[config.mk]
export PLATFORM = sky130hd
export DESIGN_NAME = eif_unit
export DESIGN_NICKNAME = d
export VERILOG_FILES = /design/src/common/eif_pkg.sv /design/src/core/eif_unit.sv
export SDC_FILE = /design/constraint.sdc
export NUM_CORES = 1
export LEC_CHECK = 0
export BUFFER_PORTS_ARGS = -buffer_cell sky130_fd_sc_hd__buf_2
export CAP_MARGIN = 30
export CELL_PAD_IN_SITES_DETAIL_PLACEMENT = 0
export CELL_PAD_IN_SITES_GLOBAL_PLACEMENT = 1
export CORE_UTILIZATION = 41
export CTS_CLUSTER_SIZE = 10
export DETAILED_ROUTE_END_ITERATION = 8
export PLACE_DENSITY_LB_ADDON = 0.1
export SYNTH_ARGS = -nofsm -noshare
export SYNTH_HDL_FRONTEND = slang
export SYNTH_SLANG_ARGS = --single-unit
[constraint.sdc]
create_clock -name sys_clk -period 3.1 [get_ports sys_clk]
set_clock_uncertainty 0.15 [all_clocks]
set_input_delay 0.155 -clock sys_clk [delete_from_list [all_inputs] [get_ports sys_clk]]
set_output_delay 0.155 -clock sys_clk [all_outputs]
set_load 0.01 [all_outputs]
[src/common/eif_pkg.sv]
`default_nettype none
package eif_pkg;
    // ************************************************************
    // Register byte offsets
    // ************************************************************
    localparam logic [5:0] ADDR_ENABLE   = 6'h00;
    localparam logic [5:0] ADDR_FLAG     = 6'h04;
    localparam logic [5:0] ADDR_WAKEFLAG = 6'h08;
    localparam logic [5:0] ADDR_EDGESEL  = 6'h0C;
    localparam logic [5:0] ADDR_WAKEEDGE = 6'h10;
    localparam logic [5:0] ADDR_PINMODE  = 6'h14;
    localparam logic [5:0] ADDR_WAKEMODE = 6'h18;
    localparam logic [5:0] ADDR_SYSCTL   = 6'h1C;
    localparam logic [5:0] ADDR_IRQSTAT  = 6'h20;
    localparam logic [5:0] ADDR_IRQMASK  = 6'h24;

    // ************************************************************
    // Bit positions in enable, flag, edge, mode and system control registers
    // ************************************************************
    localparam int BIT_DT = 7;
    localparam int BIT_WP = 5;
    localparam int BIT_B  = 3;
    localparam int BIT_A  = 0;
    localparam int BIT_DT_CTRL = 0;

    // Pin vector: ext a, ext b, then six wakeup pins
    localparam int NPINS   = 8;
    localparam int NWAKE   = 6;
    localparam int PIN_A   = 0;
    localparam int PIN_B   = 1;
    localparam int PIN_WK0 = 2;

    // Interrupt status bits
    localparam int NIST   = 4;
    localparam int IST_DT = 0;
    localparam int IST_WP = 1;
    localparam int IST_B  = 2;
    localparam int IST_A  = 3;

    // ************************************************************
    // Writable masks, fixed-one read patterns, reset values
    // ************************************************************
    localparam logic [7:0] EN_WR_MASK    = 8'hA9;
    localparam logic [7:0] EN_ONES       = 8'h10;
    localparam logic [7:0] FLAG_MASK     = 8'h89;
    localparam logic [7:0] FLAG_ONES     = 8'h30;
    localparam logic [7:0] WAKE_ONES     = 8'hC0;
    localparam logic [7:0] EXT_SEL_MASK  = 8'h09;
    localparam logic [7:0] EDGESEL_ONES  = 8'h70;
    localparam logic [7:0] RST_BYTE      = 8'h00;
    localparam logic [5:0] RST_WAKE      = 6'h00;
    localparam logic [3:0] RST_IST       = 4'h0;
endpackage : eif_pkg
`default_nettype wire

[src/core/eif_unit.sv]
`default_nettype none
module eif_unit (
    // Clock and reset
    input  wire logic        sys_clk,
    input  wire logic        rstn,
    // Avalon-MM slave
    input  wire logic [5:0]  avs_address,
    input  wire logic        avs_read,
    input  wire logic        avs_write,
    input  wire logic [31:0] avs_writedata,
    input  wire logic [3:0]  avs_byteenable,
    output var  logic [31:0] avs_readdata,
    output var  logic        avs_waitrequest,
    // CPU side
    input  wire logic        sleep_exec,
    output var  logic        direct_transition_req,
    output var  logic        wakeup_req,
    output var  logic        ext_req_b_req,
    output var  logic        ext_req_a_req,
    output var  logic        irq,
    // Pins
    input  wire logic        ext_req_a_pin,
    input  wire logic        ext_req_b_pin,
    input  wire logic [5:0]  wakeup_pins
);

    // ************************************************************
    // Reset release
    // ************************************************************
    logic [1:0] rst_sync;
    logic       rst_n;

    always_ff @(posedge sys_clk or negedge rstn) begin
        if (!rstn) begin
            rst_sync <= 2'h0;
        end else begin
            rst_sync <= {rst_sync[0], 1'b1};
        end
    end
    assign rst_n = rst_sync[1];

    // ************************************************************
    // State
    // ************************************************************
    typedef struct packed {
        logic [eif_pkg::NPINS-1:0] sync1;
        logic [eif_pkg::NPINS-1:0] sync2;
        logic [eif_pkg::NPINS-1:0] prev;
        logic [7:0]                en;
        logic [7:0]                flag;
        logic [eif_pkg::NWAKE-1:0] wflag;
        logic [7:0]                esel;
        logic [eif_pkg::NWAKE-1:0] wsel;
        logic [7:0]                pmode;
        logic [eif_pkg::NWAKE-1:0] wmode;
        logic                      dt_ctrl;
        logic [eif_pkg::NIST-1:0]  ist;
        logic [eif_pkg::NIST-1:0]  imask;
        logic [31:0]               rdata;
        logic                      wreq;
        logic                      dt_req;
        logic                      wk_req;
        logic                      b_req;
        logic                      a_req;
        logic                      irq;
    } eif_state_s;

    eif_state_s q;
    eif_state_s next_q;

    function automatic logic edge_hit(input logic old_v, input logic new_v, input logic rise);
        edge_hit = rise ? (!old_v && new_v) : (old_v && !new_v);
    endfunction

    function automatic logic at(input logic [5:0] a, input logic [5:0] off);
        at = (a == off);
    endfunction

    // ************************************************************
    // Next-state logic
    // ************************************************************
    logic                      req;
    logic                      take;
    logic                      wr_ok;
    logic [7:0]                wd;
    logic [eif_pkg::NPINS-1:0] sel;
    logic [eif_pkg::NPINS-1:0] des;
    logic [eif_pkg::NPINS-1:0] hit;
    logic                      ev_dt;
    logic [eif_pkg::NIST-1:0]  ev;
    logic [7:0]                rd;

    assign req   = avs_read || avs_write;
    // Writes and read side effects happen on the edge that sees waitrequest low
    assign take  = req && !q.wreq;
    assign wr_ok = take && avs_write && avs_byteenable[0];
    assign wd    = avs_writedata[7:0];
    assign sel   = {q.wsel, q.esel[eif_pkg::BIT_B], q.esel[eif_pkg::BIT_A]};
    assign des   = {q.wmode, q.pmode[eif_pkg::BIT_B], q.pmode[eif_pkg::BIT_A]};
    assign ev_dt = sleep_exec && q.dt_ctrl;

    always_comb begin
        for (int i = 0; i < eif_pkg::NPINS; i++) begin
            hit[i] = des[i] && edge_hit(q.prev[i], q.sync2[i], sel[i]);
        end
        ev = '0;
        ev[eif_pkg::IST_DT] = ev_dt;
        ev[eif_pkg::IST_WP] = |hit[eif_pkg::NPINS-1:eif_pkg::PIN_WK0];
        ev[eif_pkg::IST_B]  = hit[eif_pkg::PIN_B];
        ev[eif_pkg::IST_A]  = hit[eif_pkg::PIN_A];
    end

    always_comb begin
        rd = eif_pkg::RST_BYTE;
        if (at(avs_address, eif_pkg::ADDR_ENABLE)) begin
            rd = q.en | eif_pkg::EN_ONES;
        end else if (at(avs_address, eif_pkg::ADDR_FLAG)) begin
            rd = q.flag | eif_pkg::FLAG_ONES;
        end else if (at(avs_address, eif_pkg::ADDR_WAKEFLAG)) begin
            rd = {2'b00, q.wflag} | eif_pkg::WAKE_ONES;
        end else if (at(avs_address, eif_pkg::ADDR_EDGESEL)) begin
            rd = q.esel | eif_pkg::EDGESEL_ONES;
        end else if (at(avs_address, eif_pkg::ADDR_WAKEEDGE)) begin
            rd = {2'b00, q.wsel} | eif_pkg::WAKE_ONES;
        end else if (at(avs_address, eif_pkg::ADDR_PINMODE)) begin
            rd = q.pmode;
        end else if (at(avs_address, eif_pkg::ADDR_WAKEMODE)) begin
            rd = {2'b00, q.wmode};
        end else if (at(avs_address, eif_pkg::ADDR_SYSCTL)) begin
            rd = {7'h00, q.dt_ctrl};
        end else if (at(avs_address, eif_pkg::ADDR_IRQSTAT)) begin
            rd = {4'h0, q.ist};
        end else if (at(avs_address, eif_pkg::ADDR_IRQMASK)) begin
            rd = {4'h0, q.imask};
        end
    end

    always_comb begin
        next_q       = q;
        next_q.sync1 = {wakeup_pins, ext_req_b_pin, ext_req_a_pin};
        next_q.sync2 = q.sync1;
        next_q.prev  = q.sync2;
        // One-cycle answer: waitrequest drops for exactly one cycle per access
        next_q.wreq  = !(req && q.wreq);
        if (req && q.wreq) begin
            next_q.rdata = {24'h000000, rd};
        end
        if (wr_ok) begin
            if (at(avs_address, eif_pkg::ADDR_ENABLE)) begin
                next_q.en = wd & eif_pkg::EN_WR_MASK;
            end
            if (at(avs_address, eif_pkg::ADDR_EDGESEL)) begin
                next_q.esel = wd & eif_pkg::EXT_SEL_MASK;
            end
            if (at(avs_address, eif_pkg::ADDR_WAKEEDGE)) begin
                next_q.wsel = wd[eif_pkg::NWAKE-1:0];
            end
            if (at(avs_address, eif_pkg::ADDR_PINMODE)) begin
                next_q.pmode = wd & eif_pkg::EXT_SEL_MASK;
            end
            if (at(avs_address, eif_pkg::ADDR_WAKEMODE)) begin
                next_q.wmode = wd[eif_pkg::NWAKE-1:0];
            end
            if (at(avs_address, eif_pkg::ADDR_SYSCTL)) begin
                next_q.dt_ctrl = wd[eif_pkg::BIT_DT_CTRL];
            end
            if (at(avs_address, eif_pkg::ADDR_IRQMASK)) begin
                next_q.imask = wd[eif_pkg::NIST-1:0];
            end
            // Write-0 clears, write-1 keeps
            if (at(avs_address, eif_pkg::ADDR_FLAG)) begin
                next_q.flag = q.flag & wd & eif_pkg::FLAG_MASK;
            end
            if (at(avs_address, eif_pkg::ADDR_WAKEFLAG)) begin
                next_q.wflag = q.wflag & wd[eif_pkg::NWAKE-1:0];
            end
        end
        // Hardware set wins over a colliding clear, so no request is lost
        next_q.flag[eif_pkg::BIT_DT] = next_q.flag[eif_pkg::BIT_DT] | ev_dt;
        next_q.flag[eif_pkg::BIT_B]  = next_q.flag[eif_pkg::BIT_B] | hit[eif_pkg::PIN_B];
        next_q.flag[eif_pkg::BIT_A]  = next_q.flag[eif_pkg::BIT_A] | hit[eif_pkg::PIN_A];
        next_q.wflag = next_q.wflag | hit[eif_pkg::NPINS-1:eif_pkg::PIN_WK0];
        if (take && avs_read && at(avs_address, eif_pkg::ADDR_IRQSTAT)) begin
            next_q.ist = eif_pkg::RST_IST;
        end
        next_q.ist    = next_q.ist | ev;
        next_q.dt_req = q.flag[eif_pkg::BIT_DT] && q.en[eif_pkg::BIT_DT];
        next_q.wk_req = (|q.wflag) && q.en[eif_pkg::BIT_WP];
        next_q.b_req  = q.flag[eif_pkg::BIT_B] && q.en[eif_pkg::BIT_B];
        next_q.a_req  = q.flag[eif_pkg::BIT_A] && q.en[eif_pkg::BIT_A];
        next_q.irq    = |(q.ist & q.imask);
    end

    always_ff @(posedge sys_clk or negedge rst_n) begin
        if (!rst_n) begin
            q      <= '0;
            q.wreq <= 1'b1;
        end else begin
            q <= next_q;
        end
    end

    assign avs_readdata          = q.rdata;
    assign avs_waitrequest       = q.wreq;
    assign direct_transition_req = q.dt_req;
    assign wakeup_req            = q.wk_req;
    assign ext_req_b_req         = q.b_req;
    assign ext_req_a_req         = q.a_req;
    assign irq                   = q.irq;
endmodule : eif_unit
`default_nettype wire

## Word-level counts from Yosys, hierarchy flattened

Index checks and enable logic that the tools add are counted.

- Flip-flop bits (word level): 78
- Input bits: 55
- Output and inout port bits: 38
- Logic and storage cells: 130

- Bitwise gates (word level): 8
- Eq/ne operators: 9
- Reduce and logical (&&, ||, !) cells: 65
- Multiplexer cells: 27

Operators by type and width:

| kind | number |
|---|---|
| $mux 8 | 6 |
| $mux 43 | 1 |
| $logic_and 1x1->1 | 35 |
| $mux 6 | 5 |
| $eq 6x5->1 const B | 4 |
| $mux 4 | 6 |
| $logic_not 1->1 | 18 |
| $reduce_and 2->1 | 7 |
| $eq 6x4->1 const B | 2 |
| $eq 6x6->1 const B | 2 |
| $reduce_or 6->1 | 2 |
| $mux 1 | 9 |
| $and 8x8->8 | 1 |
| $and 6x6->6 | 1 |
| $eq 6x3->1 const B | 1 |
| $logic_not 6->1 | 1 |
| $or 6x6->6 | 1 |
| $and 4x4->4 | 1 |
| $or 4x4->4 | 1 |
| $reduce_or 4->1 | 1 |
| $or 1x1->1 | 3 |
| $logic_or 1x1->1 | 1 |

## Logic depth before layout (Yosys ltp)

Gate-level depths: netlist (run 1).

- Depth in word-level cells: 11
- Gate-level depth with buffers: 7
- Gate-level depth less buffers: 5

## Least setup slack after synthesis (run 1)

No wires, ideal clock.

- Path type: register to register
- Start point: register q (netlist bit avs_waitrequest)
- End point: register q[70] (netlist name)
- Data required time: 2.825 ns
- Buffers on the path: 0
- Stages on the path, launching flop included: 5
- Period minus slack after synthesis: 1.733 ns
- Path slack: 1.367 ns
- Arrival: 1.459 ns
- Setup time: 0.125 ns
- Cell sequence: dfstp_2 > nand3b_1 > nor3_2 > and3_1 > mux2_2

- Longest elaborated chain between the ends: 5

RTL lines:

| item | line | RTL |
|---|---|---|
| start: declaration | eif_unit.sv:68 | `eif_state_s q;` |
| start signal: assignment | eif_unit.sv:199 | `q <= next_q;` |
| $logic_not 1->1 | eif_unit.sv:95 | `assign take = req && !q.wreq;` |
| $logic_and 1x1->1 | eif_unit.sv:95 |  |
| $logic_and 1x1->1 (2 in a row) | eif_unit.sv:96 | `assign wr_ok = take && avs_write && avs_byteenable[0];` |
| $reduce_and 2->1 (no line) | - |  |

No other way between the ends.
A chain may end at the register's enable or synchronous reset.

## Final worst setup path (run 1)

Ends and elaborated chain as after synthesis.

==> reports/results.txt, run 1 <==
The flow ran to the end, and the final reports show no timing, DRC or antenna violations. After layout, the worst setup slack is 1150 ps. TritonCTS built the clock tree. Summed over all failing endpoints, the final setup total negative slack is 0 ps. Data on the critical path is required at its endpoint by 3190 ps. The most used flip-flop cell after synthesis is sky130_fd_sc_hd__dfrtp_1.

The capturing point of the worst reg2reg path is q[70]. 93 I/O pins were placed. The run gives 53 as the number of distinct library cells after synthesis. A synthesized cell averages 11.4 um2. The floorplan step defined a die boundary enclosing 9020 um2. The wire length of the first global-routing pass is 12100 um. Summed over all instances, the cell type with the most area after synthesis is sky130_fd_sc_hd__dfrtp_1.

The share of Yosys cell area claimed by the top area cell type came out at 0.543. The final number of max-transition violations came out at 0. Max-cap violations in this run came to 0. At the worst endpoint, the arrival time is 2040 ps. The tools report the destination of the critical timing path as q[70].

The most common cell in the netlist is sky130_fd_sc_hd__dfrtp_1. Tracing the worst setup path back leads to its startpoint at avs_waitrequest. The H-tree was split into 3 levels.

The slack of the worst reg-to-reg path came out at 1150 ps. For this design, the sink count on the clock tree is 78. The worst hold path begins at avs_read. During synthesis, Yosys emitted a total of 0 warnings. In this run, synthesis inferred 0 flip-flops with an integrated enable.

The number of DRC markers in iteration 0 was 111; the placement row count was 33. The worst hold path belongs to the class primary input to flip-flop. The synthesized netlist occupies a cell area of 3550 um2. The later pin in the worst-skew pair is clocked with a latency of 350 ps. In the final design database the tool counted 420 nets. After detailed routing, the average wire length per cell comes to 15.4 um.

The routed design has 7330 um of wire. The worst setup path is captured at a flip-flop. Compared with the post-synthesis result, the final layout area differs by 14.5%. The worst register-to-register path begins at avs_waitrequest. Power spread over the standard cell area amounts to 496 nW/um2. The sequential element share of the synthesized area came out at 0.551. Entering global routing, the biggest net connects 52 pins. The final hold violation count is 0.

Of all nets on the critical path, the largest fanout is 5. The tools report the largest buffer count on any clock path as 2. Counting instances in the post-synthesis netlist gives the leading cell types as sky130_fd_sc_hd__dfrtp_1 (77), sky130_fd_sc_hd__nand2_1 (38), sky130_fd_sc_hd__buf_4 (32).

The tools report the total overflow reported by the global router as 0. Clock tree synthesis selected as its root buffer the cell sky130_fd_sc_hd__clkbuf_8. The worst-case setup slack after placement came out at 1110 ps. The kind of start point of the critical path was a flip-flop. The share of the clock period used by the worst path after layout was 0.630; the highest attainable clock frequency was 0.512 GHz. The total of buffers placed on input and output ports was 40; the starting utilization of the core area was 0.427. The initial antenna violation count is 0. The number of cells on the worst hold path came out at 3.

After synthesis, the cell types taking the most area are sky130_fd_sc_hd__dfrtp_1 (54%), sky130_fd_sc_hd__mux2_2 (9.2%), sky130_fd_sc_hd__buf_4 (6.8%). The fraction of layout cells with a size suffix above 1 was 0.262; the transition time at the pin with the least slew margin was 550 ps. The worst path needs 1950 ps of the cycle, external delays included. The tools report the worst-case vdd ir drop as 0.228 mV.

The CTS clock-pin slew for the worst setup and hold paths works out to 80 ps. In this run the horizontal extent of the chip is 95.0 um. In the synthesized netlist, the number of instances is 312. Detailed-route vias per instance: 5.05. For the placeable core region, the log shows 8300 um2. The worst register-to-register path has a depth of 4. Setup repair after global routing left no endpoint under its margin. Cell type of the slowest stage on the worst timing path: sky130_fd_sc_hd__dfstp_2. Detailed-router iteration count before antenna repair: 4.

In this run, synthesis produced a sequential element count of 78. Summing over every cut layer, the via total after detailed routing is 2397. In this run the static leakage power is 0.00190 uW. The number of buffers inserted by post-CTS setup repair is 0. The floorplan step set the die height to 95.0 um.

The tools report the number of global-route vias before repair as 2325. Routability-driven placement finished with a final weighted congestion of 0.735. The signal on the critical path passes through nand3b_1 > nor3_2 > and3_1 > mux2_2. By startpoint and endpoint, the worst setup path is classified as flip-flop to flip-flop. Final-report setup violation count: 0.

In this design, the stage delay of the slowest critical-path cell is 380 ps. Overall routing resource usage: 0.183. The share of flip-flops with an asynchronous set or reset is 1.00, and the number of remaining DRC errors is 0. The tools report the post-cts sizing count as 0. The diode insertion count for antenna repair is 0, and the placed wire-length estimate after detailed placement is 5280 um. The total clock buffers created by CTS is 9, and the number of nets with antenna violations after detailed routing is 0. Max-slew headroom at the worst pin: 0.633.
-- how the worst min path moves through the flow --
stage,endpoint,slack (ps)
global route,avs_waitrequest,40
finish,avs_waitrequest,20
global placement,rst_sync[0],-210
CTS,avs_waitrequest,7
floorplan,rst_sync[0],-290
detailed placement,rst_sync[0],-210
-- logic make-up after synthesis --
family,share of synthesized area
multiplexers,0.103
flip-flops,0.551
AO/OA/AOI/OAI,0.104
buffers and inverters,0.0826
other,0.00212
AND/OR/NAND/NOR,0.157
-- cell usage in the layout (no fill, tap or decap), types with 4 or more instances in the layout --
| cell type | n |
|---|---|
| sky130_fd_sc_hd__dfrtp_1 | 76 |
| sky130_fd_sc_hd__buf_2 | 40 |
| sky130_fd_sc_hd__nand2_1 | 38 |
| sky130_fd_sc_hd__o21ai_0 | 30 |
| sky130_fd_sc_hd__mux2_2 | 29 |
| sky130_fd_sc_hd__conb_1 | 25 |
| sky130_fd_sc_hd__dlygate4sd3_1 | 17 |
| sky130_fd_sc_hd__nor2_1 | 11 |
| sky130_fd_sc_hd__clkbuf_8 | 10 |
| sky130_fd_sc_hd__nor3b_1 | 7 |
| sky130_fd_sc_hd__a21oi_1 | 7 |
| sky130_fd_sc_hd__and3b_1 | 6 |
| sky130_fd_sc_hd__mux2i_1 | 4 |
-- critical path, delay by kind of cell, from the launching register on --
family           cells  cell delay (ps)
flip-flops           1              380
AND/OR/NAND/NOR      3              970
multiplexers         1              340
-- through the flow --
step / std cells / total power, uW / hold slack (ps) / cell area [um2] / util
2_1_floorplan: 335 / 1300 / -291 / 3630 / -
3_3_place_gp: 441 / 1350 / -210 / 3690 / 0.445
3_5_place_dp: 442 / 1360 / -205 / 3720 / 0.448
4_1_cts: 475 / 2040 / 7.08 / 4060 / 0.489
5_1_grt: 475 / 2120 / 37.4 / 4060 / 0.489
6_report: 475 / 2010 / 15.1 / 4060 / 0.489
-- sequential cells by signal (all words and copies together), names as in the netlist --
signal,count
q,38
direct_transition_req,1
rst_sync,2
ext_req_b_req,1
avs_waitrequest,1
avs_readdata,8
wakeup_req,1
ext_req_a_req,1
des,8
irq,1
next_q,16
-- power breakdown --
group          leakage [uW]  total (uW)  switching, uW  internal, uW
clock             0.0000861         661            352           309
sequential         0.000956        1130           48.4          1080
combinational      0.000860         221            123          97.3
-- final cells by class --
type | count | area [um2]
Fill cell | 780 | 4240
Sequential cell | 78 | 1960
Multi-Input combinational cell | 214 | 1390
Timing Repair Buffer | 59 | 405
Clock buffer | 12 | 145
Tap cell | 105 | 131
Clock inverter | 4 | 22.5
Inverter | 3 | 11.3
-- what timing repair did --
| action | 4_1_cts | 5_1_grt |
|---|---|---|
| hold buffers | 17 | 0 |
| endpoints found under the hold margin | 29 | 0 |
| setup endpoints to repair | 0 | 0 |
-- per-layer routing --
layer	routed length, um	track usage	vias up
met5	0	0	-
met4	153	0.0833	0
met3	269	0.0306	14
met2	3340	0.279	53
met1	3570	0.255	1168
li1	-	-	1162
Power figures use the tool's default switching activity.
==> run 2: changes to the inputs <==
Settings changed: CORE_UTILIZATION 41 to 37.
Clock period 3.1 ns to 1.6 ns, I/O delays scaled along.
==> reports/results.txt, run 2 (synthesis results as in run 1) <==
The run finished, with violations left. The checks that failed: setup timing. TritonCTS built the clock tree. The slack of the worst reg-to-reg path was -100 ps; the total overflow reported by the global router was 0. For the worst flop-to-flop path, the logic depth is 5. The largest buffer count on any clock path was 2; the number of maximum-capacitance violations was 0.

The floorplan step defined a core boundary enclosing 9240 um2. In this run the number of H-tree levels came out at 3. Placed wire-length estimate after detailed placement: 6180 um. Final-report setup violation count: 22.

The tools report the aggregate negative setup slack as -766 ps. The floorplan has 35 rows. The I/O pin total was 93; the number of cells on the worst hold path was 3. The tools report the endpoint kind of the worst setup timing path as a flip-flop.

The logs give 454 for the count of nets after finishing and 1690 ps for the endpoint required time on the critical path. In the layout the commonest cells are sky130_fd_sc_hd__dfrtp_1 (76), sky130_fd_sc_hd__buf_2 (40), sky130_fd_sc_hd__nand2_1 (36). The first global-routing pass estimated 13800 um of wire. The worst-case IR drop observed on VDD is 0.367 mV. The number of global-route vias before repair came out at 2561. The run gives 0.189 as the overall routing resource usage.

The clock group share of total power was 0.392; the final critical path time including I/O delays and setup was 1700 ps. The total clock buffers created by CTS was 9; the insertion delay of the later-clocked pin in the worst-skew pair was 360 ps. The cell-internal power is 3400 uW. The diode insertion count for antenna repair is 0. The highest attainable clock frequency is 0.589 GHz. The worst setup path is launched from a flip-flop. The run gives -120 ps as the worst-case setup slack after placement.

The switching power summed over all nets was 1090 uW. The portion of total power attributed to sequential cells is 0.488. After filler insertion, the fill cell instance count of the layout stands at 856.

In this run the horizontal extent of the chip is 99.9 um. The final design utilization was 0.490. The number of DRC markers in iteration 0 is 97, and the total of buffers placed on input and output ports is 40.

In this run the worst hold path is classified as primary input to flip-flop. The worst setup path is of the flip-flop to flip-flop kind. The register with the most flip-flops in the final layout is q.

The share of the clock period used by the worst path after layout is 1.06, and the number of remaining DRC errors is 0. The floorplan step defined a die boundary enclosing 9980 um2. The switching power as a share of total power is 0.243, and the wire length per cell is 16.1 um. The final weighted congestion in routability-driven placement is 0.787.

The largest stage delay on the critical path was 370 ps; the final design instance area without fill was 4530 um2. Number of buffers inserted by post-CTS setup repair: 0. After clock tree synthesis, the clock-pin slew on the worst setup and hold paths is 80 ps.

Post-detailed-placement cell area: 4040 um2. The tools report the worst endpoint data arrival time as 1790 ps. Hold is met by 2.01 ps. The critical path goes through nand3b_1 > buf_6 > buf_6 > nor3_4 > mux2_2. The routed via count came out at 2548. The fraction of layout cells with a size suffix above 1 was 0.339; the final number of max-transition violations was 0. Summed over all cells, the static leakage comes to 0.00215 uW. In this run the worst path has a maximum fanout of 4. Starting utilization of the core area: 0.384. The area added between synthesis and finish came out at 27.7%.

Wires add up to 8600 um. The portion of total power attributed to combinational logic was 0.120. The first TritonRoute pass finished after 4 iterations.

The cell at the root of the clock tree was sky130_fd_sc_hd__clkbuf_8. Leaving out fill and tap cells, the most frequent cell in the layout is sky130_fd_sc_hd__dfrtp_1. The register with the most flip-flops in the layout has 38 of them. The final worst setup slack came out at -98.8 ps. The count of nets left with antenna violations once routing finished came out at 0. For this design the ratio of total power to cell area is 993 nW/um2. The detailed-route vias per instance is 4.78, and the initial antenna violation count is 0.

Setup repair after global routing could not meet its margin everywhere. The cell type of the slowest stage on the worst timing path is sky130_fd_sc_hd__dfstp_2. The cell that appears most often on the critical path is sky130_fd_sc_hd__buf_6.

The run gives 78 as the clock net sink count. The tools report the final hold violation count as 0. Die height: 99.9 um.

The run gives 31 as the pin count of the biggest net entering global routing.
run 2: cell count changes in the layout (fill, tap and decap cells not counted), sizes merged:
cell	delta
dlygate4sd3	+1
bufinv	+3
buf	+33
clkinv	-3
run 2: path summary, 6_finish.rpt:
kind	startpoint	to
worst min-delay path	avs_read	avs_waitrequest
min in group asynchronous	rst_sync[1]	next_q[107]
max in group asynchronous	rst_sync[1]	avs_waitrequest
worst max register to register	avs_waitrequest	q[41]
worst min register to register	rst_sync[1]	next_q[107]
worst max-delay path	avs_waitrequest	q[41]
run 2: timing repair:
action	CTS	global route
gates resized for setup	16	12
setup endpoints to repair	32	41
pin swaps	2	0
endpoints found under the hold margin	44	0
hold buffers	18	0
run 2: power groups by stage:
| stage | logic [uW] | registers (uW) | clock network, uW |
|---|---|---|---|
| CTS | 537 | 2200 | 1810 |
| global placement | 488 | 2230 | 0 |
| global route | 597 | 2210 | 1880 |
| detailed placement | 490 | 2240 | 0 |
| floorplan | 304 | 2230 | 0 |
| finish | 540 | 2200 | 1760 |
run 2: worst max-delay path, delay by kind of cell, from the launching register on:
family	cells	cell delay (ps)
AND/OR/NAND/NOR	2	430
buffers and inverters	2	260
flip-flops	1	370
multiplexers	1	370
run 2: final cells by class:
type | count | area (um2) | share of cell area
sequential | 78 | 1960 | 0.432
multi-input combinational | 214 | 1470 | 0.325
timing repair buffer | 93 | 692 | 0.153
tap | 129 | 161 | 0.0357
clock buffer | 12 | 135 | 0.0299
clock inverter | 4 | 97.6 | 0.0216
inverter | 3 | 11.3 | 0.00249
run 2: metrics by stage:
| stage | total power, uW | cells |
|---|---|---|
| after CTS | 4540 | 533 |
| after detailed placement | 2730 | 499 |
| after global placement | 2720 | 499 |
| final | 4490 | 533 |
| after floorplan | 2530 | 335 |
| after global routing | 4700 | 533 |
run 2: per-layer routing:
metal / track usage / part of all wire / up-vias
met5: 0 / 0 / -
met4: 0.0713 / 0.014 / 0
met3: 0.0404 / 0.045 / 9
met2: 0.294 / 0.46 / 73
met1: 0.258 / 0.48 / 1246
li1: - / - / 1220
